==> src/shared/dcdc_pkg.sv <==
// Purpose: Shared constants and types for the dc-dc converter configuration and mode registers.
// Assumes: 8-bit special-function-register space selected by page and address.
// Notes: Field layouts of both registers are packed structs in bit order.
package dcdc_pkg;

  // Register placement in the special-function-register space
  localparam logic [7:0] CONV_CFG_ADDR = 8'h96;
  localparam logic [7:0] CONV_CFG_PAGE = 8'h00;
  localparam logic [7:0] CONV_MODE_ADDR = 8'h94;
  localparam logic [7:0] CONV_MODE_PAGE = 8'h0f;

  // Reset values
  localparam logic [7:0] CONV_CFG_RESET = 8'h00;
  localparam logic [2:0] CONV_MODE_RESET = 3'h0;

  // Value returned for an unmapped read
  localparam logic [7:0] SFR_UNMAPPED = 8'h00;

  // Upper nibble of the mode register
  localparam logic [3:0] MODE_UNUSED_VAL = 4'h0;

  // Bypass select codes
  typedef enum logic [1:0] {
    BYP_DISABLED = 2'h0,
    BYP_AUTO_OSC = 2'h1,
    BYP_AUTO_LOW = 2'h2,
    BYP_FORCED = 2'h3
  } bypass_sel_t;

  // Bypass state, one-hot
  typedef enum logic [1:0] {
    BYP_IDLE = 2'b01,
    BYP_ACTIVE = 2'b10
  } byp_state_t;

  // Configuration register layout, bit 7 down to bit 0
  typedef struct packed {
    logic low_power_enable;
    logic [1:0] conv_clock_divider;
    logic sar_clock_phase_select;
    logic conv_clock_invert;
    logic peak_current_threshold;
    logic sleep_output_connection;
    logic conv_clock_source;
  } conv_cfg_t;

  // Mode register layout, bit 7 down to bit 0
  typedef struct packed {
    logic [3:0] unused;
    logic bypass_active_flag;
    bypass_sel_t bypass_select;
    logic passive_diode_enable;
  } conv_mode_t;

  // Settings that steer the converter clock path
  typedef struct packed {
    logic source;
    logic invert;
    logic [1:0] divider;
  } clk_set_t;

  // Clock source codes
  localparam logic SRC_LOCAL = 1'b0;
  localparam logic SRC_SYSTEM = 1'b1;

endpackage

==> src/verilog/conv_clock_gen.sv <==
// Purpose: Converter clock derivation from local oscillator or divided system clock.
// Assumes: lo_osc_level is synchronous to clk; edges of the converter clock are reported as ticks.
// Notes: New settings are only adopted at a safe point, so no period is cut short.
`timescale 1ns/1ps
module conv_clock_gen #(
  parameter int CNT_W = 3
) (
  // Clock and reset
  input wire logic clk,
  input wire logic rstn,
  // Requested settings
  input dcdc_pkg::clk_set_t settings,
  input wire logic lo_osc_level,
  // Converter clock
  output logic conv_clk_tick,
  output logic conv_clk_on_fall
);
  import dcdc_pkg::*;

  // Divide by 8 needs a three-bit count
  if (CNT_W < 3) begin : g_bad_width
    $error("conv_clock_gen: CNT_W must be at least 3");
  end

  clk_set_t active_r, active_nxt;
  logic [CNT_W-1:0] cnt_r, cnt_nxt;
  logic lo_prev_r, lo_prev_nxt;
  logic tick_r, tick_nxt;
  logic fall_r, fall_nxt;
  logic [CNT_W-1:0] last;
  logic period_end;
  logic safe;

  // Last count of a divided period
  always_comb begin
    unique case (active_r.divider)
      2'h0: last = CNT_W'(0);
      2'h1: last = CNT_W'(1);
      2'h2: last = CNT_W'(3);
      2'h3: last = CNT_W'(7);
    endcase
  end

  // Period end and the point where settings may change
  always_comb begin
    lo_prev_nxt = lo_osc_level;
    if (active_r.source == SRC_SYSTEM) begin
      period_end = (cnt_r == last);
      safe = period_end;
    end else begin
      period_end = lo_osc_level & ~lo_prev_r;
      // Low phase of the oscillator is a runt-free switch point
      safe = ~lo_osc_level;
    end
    tick_nxt = period_end;
    active_nxt = safe ? settings : active_r;
    if (safe || active_r.source == SRC_LOCAL) begin
      cnt_nxt = '0;
    end else begin
      cnt_nxt = cnt_r + CNT_W'(1);
    end
    // Inverted system clock puts edges on the falling edge of clk
    fall_nxt = (active_nxt.source == SRC_SYSTEM) & active_nxt.invert;
  end

  // State registers
  always_ff @(posedge clk) begin
    if (!rstn) begin
      active_r <= '0;
      cnt_r <= '0;
      lo_prev_r <= 1'b0;
      tick_r <= 1'b0;
      fall_r <= 1'b0;
    end else begin
      active_r <= active_nxt;
      cnt_r <= cnt_nxt;
      lo_prev_r <= lo_prev_nxt;
      tick_r <= tick_nxt;
      fall_r <= fall_nxt;
    end
  end

  assign conv_clk_tick = tick_r;
  assign conv_clk_on_fall = fall_r;

endmodule // conv_clock_gen

==> src/verilog/bypass_ctrl.sv <==
// Purpose: Bypass switch control from the bypass select code.
// Assumes: vin_above_vout comes from the analog comparator, synchronous to clk.
// Notes: Passive diode mode withdraws drive from the bypass switch.
`timescale 1ns/1ps
module bypass_ctrl (
  // Clock and reset
  input wire logic clk,
  input wire logic rstn,
  // Settings and conditions
  input dcdc_pkg::bypass_sel_t bypass_select,
  input wire logic passive_diode,
  input wire logic vin_above_vout,
  // Controls and status
  output logic bypass_switch_on,
  output logic bypass_drive_en,
  output logic conv_osc_run,
  output logic bypass_active
);
  import dcdc_pkg::*;

  byp_state_t state_r, state_nxt;
  logic sw_r, sw_nxt;
  logic drv_r, drv_nxt;
  logic osc_r, osc_nxt;

  // Next bypass state and controls
  always_comb begin
    unique case (bypass_select)
      BYP_DISABLED: state_nxt = BYP_IDLE;
      BYP_AUTO_OSC: state_nxt = vin_above_vout ? BYP_ACTIVE : BYP_IDLE;
      BYP_AUTO_LOW: state_nxt = vin_above_vout ? BYP_ACTIVE : BYP_IDLE;
      BYP_FORCED: state_nxt = BYP_ACTIVE;
    endcase
    // While bypassed, the oscillator is kept for fast response only in the first auto mode
    osc_nxt = !(state_nxt == BYP_ACTIVE && bypass_select != BYP_AUTO_OSC);
    drv_nxt = ~passive_diode;
    sw_nxt = (state_nxt == BYP_ACTIVE) & ~passive_diode;
  end

  // State registers
  always_ff @(posedge clk) begin
    if (!rstn) begin
      state_r <= BYP_IDLE;
      sw_r <= 1'b0;
      drv_r <= 1'b1;
      osc_r <= 1'b1;
    end else begin
      state_r <= state_nxt;
      sw_r <= sw_nxt;
      drv_r <= drv_nxt;
      osc_r <= osc_nxt;
    end
  end

  assign bypass_switch_on = sw_r;
  assign bypass_drive_en = drv_r;
  assign conv_osc_run = osc_r;
  assign bypass_active = (state_r == BYP_ACTIVE);

endmodule // bypass_ctrl

==> src/verilog/dcdc_config_mode_regs.sv <==
// Purpose: Configuration and mode registers of the step-up dc-dc converter.
// Assumes: Register access over the special-function-register strobes; sync enable comes from the control register.
// Notes: Read data is registered and valid one cycle after the read strobe.
`timescale 1ns/1ps
module dcdc_config_mode_regs #(
  parameter int DIV_CNT_W = 3
) (
  // Clock and reset
  input wire logic clk,
  input wire logic rstn,
  // Special-function-register access
  input wire logic [7:0] sfr_page,
  input wire logic [7:0] sfr_addr,
  input wire logic sfr_wr,
  input wire logic sfr_rd,
  input wire logic [7:0] sfr_wdata,
  output logic [7:0] sfr_rdata,
  output logic sfr_rdata_valid,
  // Neighbouring control and power state
  input wire logic sync_enable,
  input wire logic sleep_mode,
  input wire logic converter_enable,
  // Analog side inputs
  input wire logic lo_osc_level,
  input wire logic vin_above_vout,
  // Converter regime controls
  output logic low_power_mode,
  output logic peak_current_threshold,
  output logic vdd_to_battery,
  output logic vdd_floating,
  // Converter and sampler clocks
  output logic conv_clk_tick,
  output logic conv_clk_on_fall,
  output logic sar_clk_tick,
  output logic sar_clk_inverted,
  output logic sampler_track_strobe,
  // Bypass controls
  output logic bypass_switch_on,
  output logic bypass_drive_en,
  output logic conv_osc_run,
  output logic passive_diode_mode
);
  import dcdc_pkg::*;

  // Width check for the divider counter
  if (DIV_CNT_W < 3) begin : g_bad_width
    $error("dcdc_config_mode_regs: DIV_CNT_W must be at least 3");
  end

  // Register state
  conv_cfg_t cfg_r, cfg_nxt;
  logic passive_r, passive_nxt;
  bypass_sel_t bsel_r, bsel_nxt;

  // Read port state
  logic [7:0] rdata_r, rdata_nxt;
  logic rvalid_r, rvalid_nxt;

  // Derived output state
  logic lp_r, lp_nxt;
  logic ilim_r, ilim_nxt;
  logic vbat_r, vbat_nxt;
  logic vfloat_r, vfloat_nxt;
  logic sar_tick_r, sar_tick_nxt;
  logic sar_inv_r, sar_inv_nxt;
  logic track_r, track_nxt;

  // Decode and helper nets
  logic hit_cfg;
  logic hit_mode;
  logic bypass_active;
  logic conv_tick;
  conv_mode_t mode_view;
  conv_cfg_t wr_cfg;
  conv_mode_t wr_mode;
  clk_set_t clk_set;

  // Register select needs both page and address to match
  assign hit_cfg = (sfr_page == CONV_CFG_PAGE) && (sfr_addr == CONV_CFG_ADDR);
  assign hit_mode = (sfr_page == CONV_MODE_PAGE) && (sfr_addr == CONV_MODE_ADDR);
  assign wr_cfg = conv_cfg_t'(sfr_wdata);
  assign wr_mode = conv_mode_t'(sfr_wdata);

  // Mode register as seen by software
  always_comb begin
    mode_view.unused = MODE_UNUSED_VAL;
    mode_view.bypass_active_flag = bypass_active;
    mode_view.bypass_select = bsel_r;
    mode_view.passive_diode_enable = passive_r;
  end

  // Register writes
  always_comb begin
    cfg_nxt = cfg_r;
    bsel_nxt = bsel_r;
    passive_nxt = passive_r;
    if (sfr_wr && hit_cfg) begin
      cfg_nxt = wr_cfg;
    end
    if (sfr_wr && hit_mode) begin
      // Flag and upper nibble are not writable
      bsel_nxt = wr_mode.bypass_select;
      passive_nxt = wr_mode.passive_diode_enable;
    end
  end

  always_ff @(posedge clk) begin
    if (!rstn) begin
      cfg_r <= conv_cfg_t'(CONV_CFG_RESET);
      bsel_r <= bypass_sel_t'(CONV_MODE_RESET[2:1]);
      passive_r <= CONV_MODE_RESET[0];
    end else begin
      cfg_r <= cfg_nxt;
      bsel_r <= bsel_nxt;
      passive_r <= passive_nxt;
    end
  end

  // Register reads; unmapped addresses return a fixed value
  always_comb begin
    rdata_nxt = rdata_r;
    rvalid_nxt = sfr_rd;
    if (sfr_rd) begin
      if (hit_cfg) begin
        rdata_nxt = cfg_r;
      end else if (hit_mode) begin
        rdata_nxt = mode_view;
      end else begin
        rdata_nxt = SFR_UNMAPPED;
      end
    end
  end

  always_ff @(posedge clk) begin
    if (!rstn) begin
      rdata_r <= 8'h00;
      rvalid_r <= 1'b0;
    end else begin
      rdata_r <= rdata_nxt;
      rvalid_r <= rvalid_nxt;
    end
  end

  // Converter clock path settings
  always_comb begin
    clk_set.source = cfg_r.conv_clock_source;
    clk_set.invert = cfg_r.conv_clock_invert;
    clk_set.divider = cfg_r.conv_clock_divider;
  end

  // Clock derivation; settings change only at safe points
  conv_clock_gen #(
    .CNT_W(DIV_CNT_W)
  ) u_clock_gen (
    .clk(clk),
    .rstn(rstn),
    .settings(clk_set),
    .lo_osc_level(lo_osc_level),
    .conv_clk_tick(conv_tick),
    .conv_clk_on_fall(conv_clk_on_fall)
  );

  // Bypass control from the mode register
  bypass_ctrl u_bypass (
    .clk(clk),
    .rstn(rstn),
    .bypass_select(bsel_r),
    .passive_diode(passive_r),
    .vin_above_vout(vin_above_vout),
    .bypass_switch_on(bypass_switch_on),
    .bypass_drive_en(bypass_drive_en),
    .conv_osc_run(conv_osc_run),
    .bypass_active(bypass_active)
  );

  // Regime, limit and sleep connection controls
  always_comb begin
    lp_nxt = cfg_r.low_power_enable;
    ilim_nxt = cfg_r.peak_current_threshold;
    // Connection only matters in sleep with the converter on
    vbat_nxt = sleep_mode & converter_enable & ~cfg_r.sleep_output_connection;
    vfloat_nxt = sleep_mode & converter_enable & cfg_r.sleep_output_connection;
  end

  // Sampler clocking follows the converter only while synced
  always_comb begin
    sar_tick_nxt = sync_enable & conv_tick;
    track_nxt = sync_enable & conv_tick;
    // Phase bit low means inverted; without sync it has no effect
    sar_inv_nxt = sync_enable & ~cfg_r.sar_clock_phase_select;
  end

  always_ff @(posedge clk) begin
    if (!rstn) begin
      lp_r <= 1'b0;
      ilim_r <= 1'b0;
      vbat_r <= 1'b0;
      vfloat_r <= 1'b0;
      sar_tick_r <= 1'b0;
      sar_inv_r <= 1'b0;
      track_r <= 1'b0;
    end else begin
      lp_r <= lp_nxt;
      ilim_r <= ilim_nxt;
      vbat_r <= vbat_nxt;
      vfloat_r <= vfloat_nxt;
      sar_tick_r <= sar_tick_nxt;
      sar_inv_r <= sar_inv_nxt;
      track_r <= track_nxt;
    end
  end

  // Output assignments
  assign sfr_rdata = rdata_r;
  assign sfr_rdata_valid = rvalid_r;
  assign low_power_mode = lp_r;
  assign peak_current_threshold = ilim_r;
  assign vdd_to_battery = vbat_r;
  assign vdd_floating = vfloat_r;
  assign conv_clk_tick = conv_tick;
  assign sar_clk_tick = sar_tick_r;
  assign sar_clk_inverted = sar_inv_r;
  assign sampler_track_strobe = track_r;
  assign passive_diode_mode = passive_r;

endmodule // dcdc_config_mode_regs

==> config.mk <==
export PLATFORM = sky130hd
export DESIGN_NAME = dcdc_config_mode_regs
export DESIGN_NICKNAME = d
export VERILOG_FILES = /design/src/shared/dcdc_pkg.sv /design/src/verilog/conv_clock_gen.sv /design/src/verilog/bypass_ctrl.sv /design/src/verilog/dcdc_config_mode_regs.sv
export SDC_FILE = /design/constraint.sdc
export NUM_CORES = 1
export LEC_CHECK = 0
export BUFFER_PORTS_ARGS = -buffer_cell sky130_fd_sc_hd__buf_2
export CORE_ASPECT_RATIO = 1.25
export CORE_MARGIN = 2
export CORE_UTILIZATION = 55
export CTS_BUF_LIST = sky130_fd_sc_hd__clkbuf_8
export DETAILED_ROUTE_END_ITERATION = 6
export PLACE_DENSITY = 0.86
export SYNTH_ARGS = -nofsm -noshare
export SYNTH_HDL_FRONTEND = slang
export SYNTH_SLANG_ARGS = --single-unit
==> constraint.sdc <==
create_clock -name clk -period 3.6 [get_ports clk]
set_input_delay 0.18 -clock clk [delete_from_list [all_inputs] [get_ports clk]]
set_output_delay 0.18 -clock clk [all_outputs]
set_load 0.01 [all_outputs]
==> results_dict.tcl <==
set metrics [dict create \
    multiInputGateArea_um2 757 \
    hold_class "input pin to flip-flop" \
    regArea_um2 821 \
    seq_area_frac_synth_pct 49.5 \
    cts_sinks 41 \
    grt_pass1_vias 1377 \
    cts.clk_slew.worst_paths_ps 70 \
    end_kind "flip-flop" \
    die_w_um 53.1 \
    gr-total-overflow 0 \
    rows 22 \
    clock_latency_ps 290 \
    n_antenna_cell 0 \
    initial_core_util_pct 56.8 \
    maxSlewViolCount 0 \
    yosys_warnings 0 \
    slowest_stage "dfxtp_1" \
    root_buffer "clkbuf_8" \
    core_area_mm2 0.00292 \
    holdBufCountCts 0 \
    path_depth 4 \
    rrSetupSlack_ps 1850 \
    worst-r2r-cell-count 4 \
    fin_hold_ws_ps 126 \
    drt_iter0_drc 27 \
    critPathMaxStageDelay_ps 490 \
    tns_ps 0 \
    gp_congestion 0.754 \
    reg2reg_to "u_clock_gen.active_r[1]" \
    min_period_ps 1750 \
    min_to "u_clock_gen.lo_prev_r" \
    worst_pin_slew_ps 591 \
    timing.fmax_ghz 0.571 \
    areaGrowthSynthToFinish_pct 21.7 \
    drive_gt1_share_pct 31.1 \
    cts_tree "built" \
    cap_violations 0 \
    antenna_left 0 \
    dieArea_mm2 0.00347 \
    status "finished, final reports clean" \
    crit_fanout 8 \
    grt_max_degree 38 \
    min_from "lo_osc_level" \
    dr.pass1.iters 3 \
    gr-usage-all-layers_pct 22.2 \
    syn_nets 208 \
    nNetsFinal 263 \
    drc 0 \
    grt_pass1_wl_mm 5.61 \
    synth_edf_count 0 \
    hold_depth 2 \
    yosysMostFrequentCell "dfxtp_1" \
    synthFlopType "dfxtp_1" \
    cts_max_level 2 \
    cellPowerDensity_mw_per_mm2 384 \
    wirelength_mm 3.32 \
    cpLargestDelayFamily "flip-flops" \
    worstPathRequired_ps 3760 \
    antenna_found_initial 0 \
    syn_avg_cell_area_um2 9.69 \
    fillerInstances 249 \
    io_pins 55 \
    cts.path.max_buffers 2 \
    leakage_nw 0.888 \
    finalCritPeriodShare_pct 48.6 \
    power_uw 773 \
    synth_commonest_cells "41 x dfxtp_1, 26 x nand2_1, 14 x mux2i_1" \
    finClkSkew_ps 4.36 \
    async_flop_share_pct 0 \
    crit_chain "or4b_1 -> a211oi_2 -> a311oi_2 -> mux2i_1" \
    dpl_cell_area_mm2 0.00194 \
    critPathBufInv 0 \
    crit_path_start_kind "flip-flop" \
    setup_viol_count_final 0 \
    post_drt_wl_per_cell_um 12.7 \
    vias_per_cell 5.19 \
    synth.area.top_cells "dfxtp_1 50%, mux2i_1 8.5%, nand2_1 5.9%" \
    dp_hpwl_mm 2.51 \
    cts_resized 0 \
    final_area_mm2 0.00202 \
    ys_ff_latch 41 \
    numCtsBuffers 5 \
    grt_setup_unrepaired "false" \
    worstPathArrival_ps 1910 \
    ir_drop_v 0.000330 \
    syn_inst 171 \
    r2r_start "u_clock_gen.active_r[3]" \
    yosysUniqueCellTypes 37 \
    synth_top_area_share_pct 49.5 \
    hold_violations 0 \
    synth_area_mm2 0.00166 \
    slew-limit-headroom_pct 60.6 \
    post-cts-setup-buffer-count 0 \
    yosysTopAreaCell "dfxtp_1" \
    crit_type "flip-flop to flip-flop" \
    vias 1355 \
    port_buffers 54 \
    dieHeight_um 65.4 \
]
per-stage QoR:
stage,setup slack [ps],cells,utilization (%)
6_report,1850,261,69.1
5_1_grt,1760,261,69.1
4_1_cts,1840,261,69.1
3_5_place_dp,1900,255,66.6
3_3_place_gp,1950,255,66.6
2_1_floorplan,2070,171,-
per-layer routing:
| metal | GRT usage (%) | share of wire, % | up-vias |
|---|---|---|---|
| met4 | 9.62 | 2.0 | 0 |
| li1 | - | - | 689 |
| met2 | 40.2 | 51 | 37 |
| met1 | 22.5 | 40 | 623 |
| met3 | 7.27 | 6.7 | 6 |
| met5 | 0 | 0 | - |
cell usage in the layout, fill, tap and decap left out, types with 2 or more instances in the layout:
| master | instances |
|---|---|
| buf_2 | 54 |
| dfxtp_1 | 41 |
| nand2_1 | 26 |
| mux2i_1 | 14 |
| inv_1 | 13 |
| nor2_1 | 12 |
| nor3_1 | 6 |
| nor2b_1 | 5 |
| clkbuf_8 | 5 |
| nand3_1 | 4 |
| nand4_1 | 4 |
| o21a_1 | 4 |
| ha_1 | 4 |
| and2_1 | 3 |
| a221o_1 | 3 |
| a21boi_1 | 2 |
| or2_2 | 2 |
| nor3b_1 | 2 |
| and3_1 | 2 |
worst register-to-register path: stages, from the launching register on:
cell and delay [ps]:
dfxtp_1 490, or4b_1 480, a211oi_2 320, a311oi_2 160, mux2i_1 170
power by group:
group,total [mW],switching [mW],internal (mW)
Combinational,0.0449,0.0241,0.0208
Clock,0.271,0.144,0.127
Sequential,0.457,0.000756,0.456
worst max-delay path by stage:
| stage | end | from | slack, ps |
|---|---|---|---|
| 2_1_floorplan | u_clock_gen.active_r[0] | u_clock_gen.active_r[3] | 2070 |
| 3_3_place_gp | u_clock_gen.conv_clk_on_fall | u_clock_gen.active_r[3] | 1950 |
| 3_5_place_dp | u_clock_gen.active_r[1] | u_clock_gen.active_r[3] | 1900 |
| 4_1_cts | u_clock_gen.active_r[1] | u_clock_gen.active_r[3] | 1840 |
| 5_1_grt | u_clock_gen.active_r[1] | u_clock_gen.active_r[3] | 1760 |
| 6_report | u_clock_gen.active_r[1] | u_clock_gen.active_r[3] | 1850 |
logic make-up (layout without fill, tap and decap cells):
logic type | Yosys count | after routing | share of synthesized area (%)
AO/OA/AOI/OAI | 18 | 18 | 9.21
buffers and inverters | 19 | 73 | 4.76
flip-flops | 41 | 41 | 49.5
XOR/XNOR | 1 | 1 | 0.529
AND/OR/NAND/NOR | 73 | 73 | 23.8
adder cells (fa/ha/maj) | 4 | 4 | 3.02
multiplexers | 15 | 15 | 9.14
final cells by class:
type | count | area share, %
Tap cell | 36 | 2.23
Sequential cell | 41 | 40.7
Inverter | 13 | 2.42
Clock inverter | 1 | 0.248
Multi-Input combinational cell | 111 | 37.6
Clock buffer | 5 | 3.41
Timing Repair Buffer | 54 | 13.4
state kept, by name, indices dropped and copies added (netlist names), 2 cells and up:
register and cells:
cfg_r 6, sfr_rdata 8, bsel_r 2, u_clock_gen.cnt_r 3, u_clock_gen.active_r 4, u_bypass.state_r 2
(Power assumes the default switching activity.)
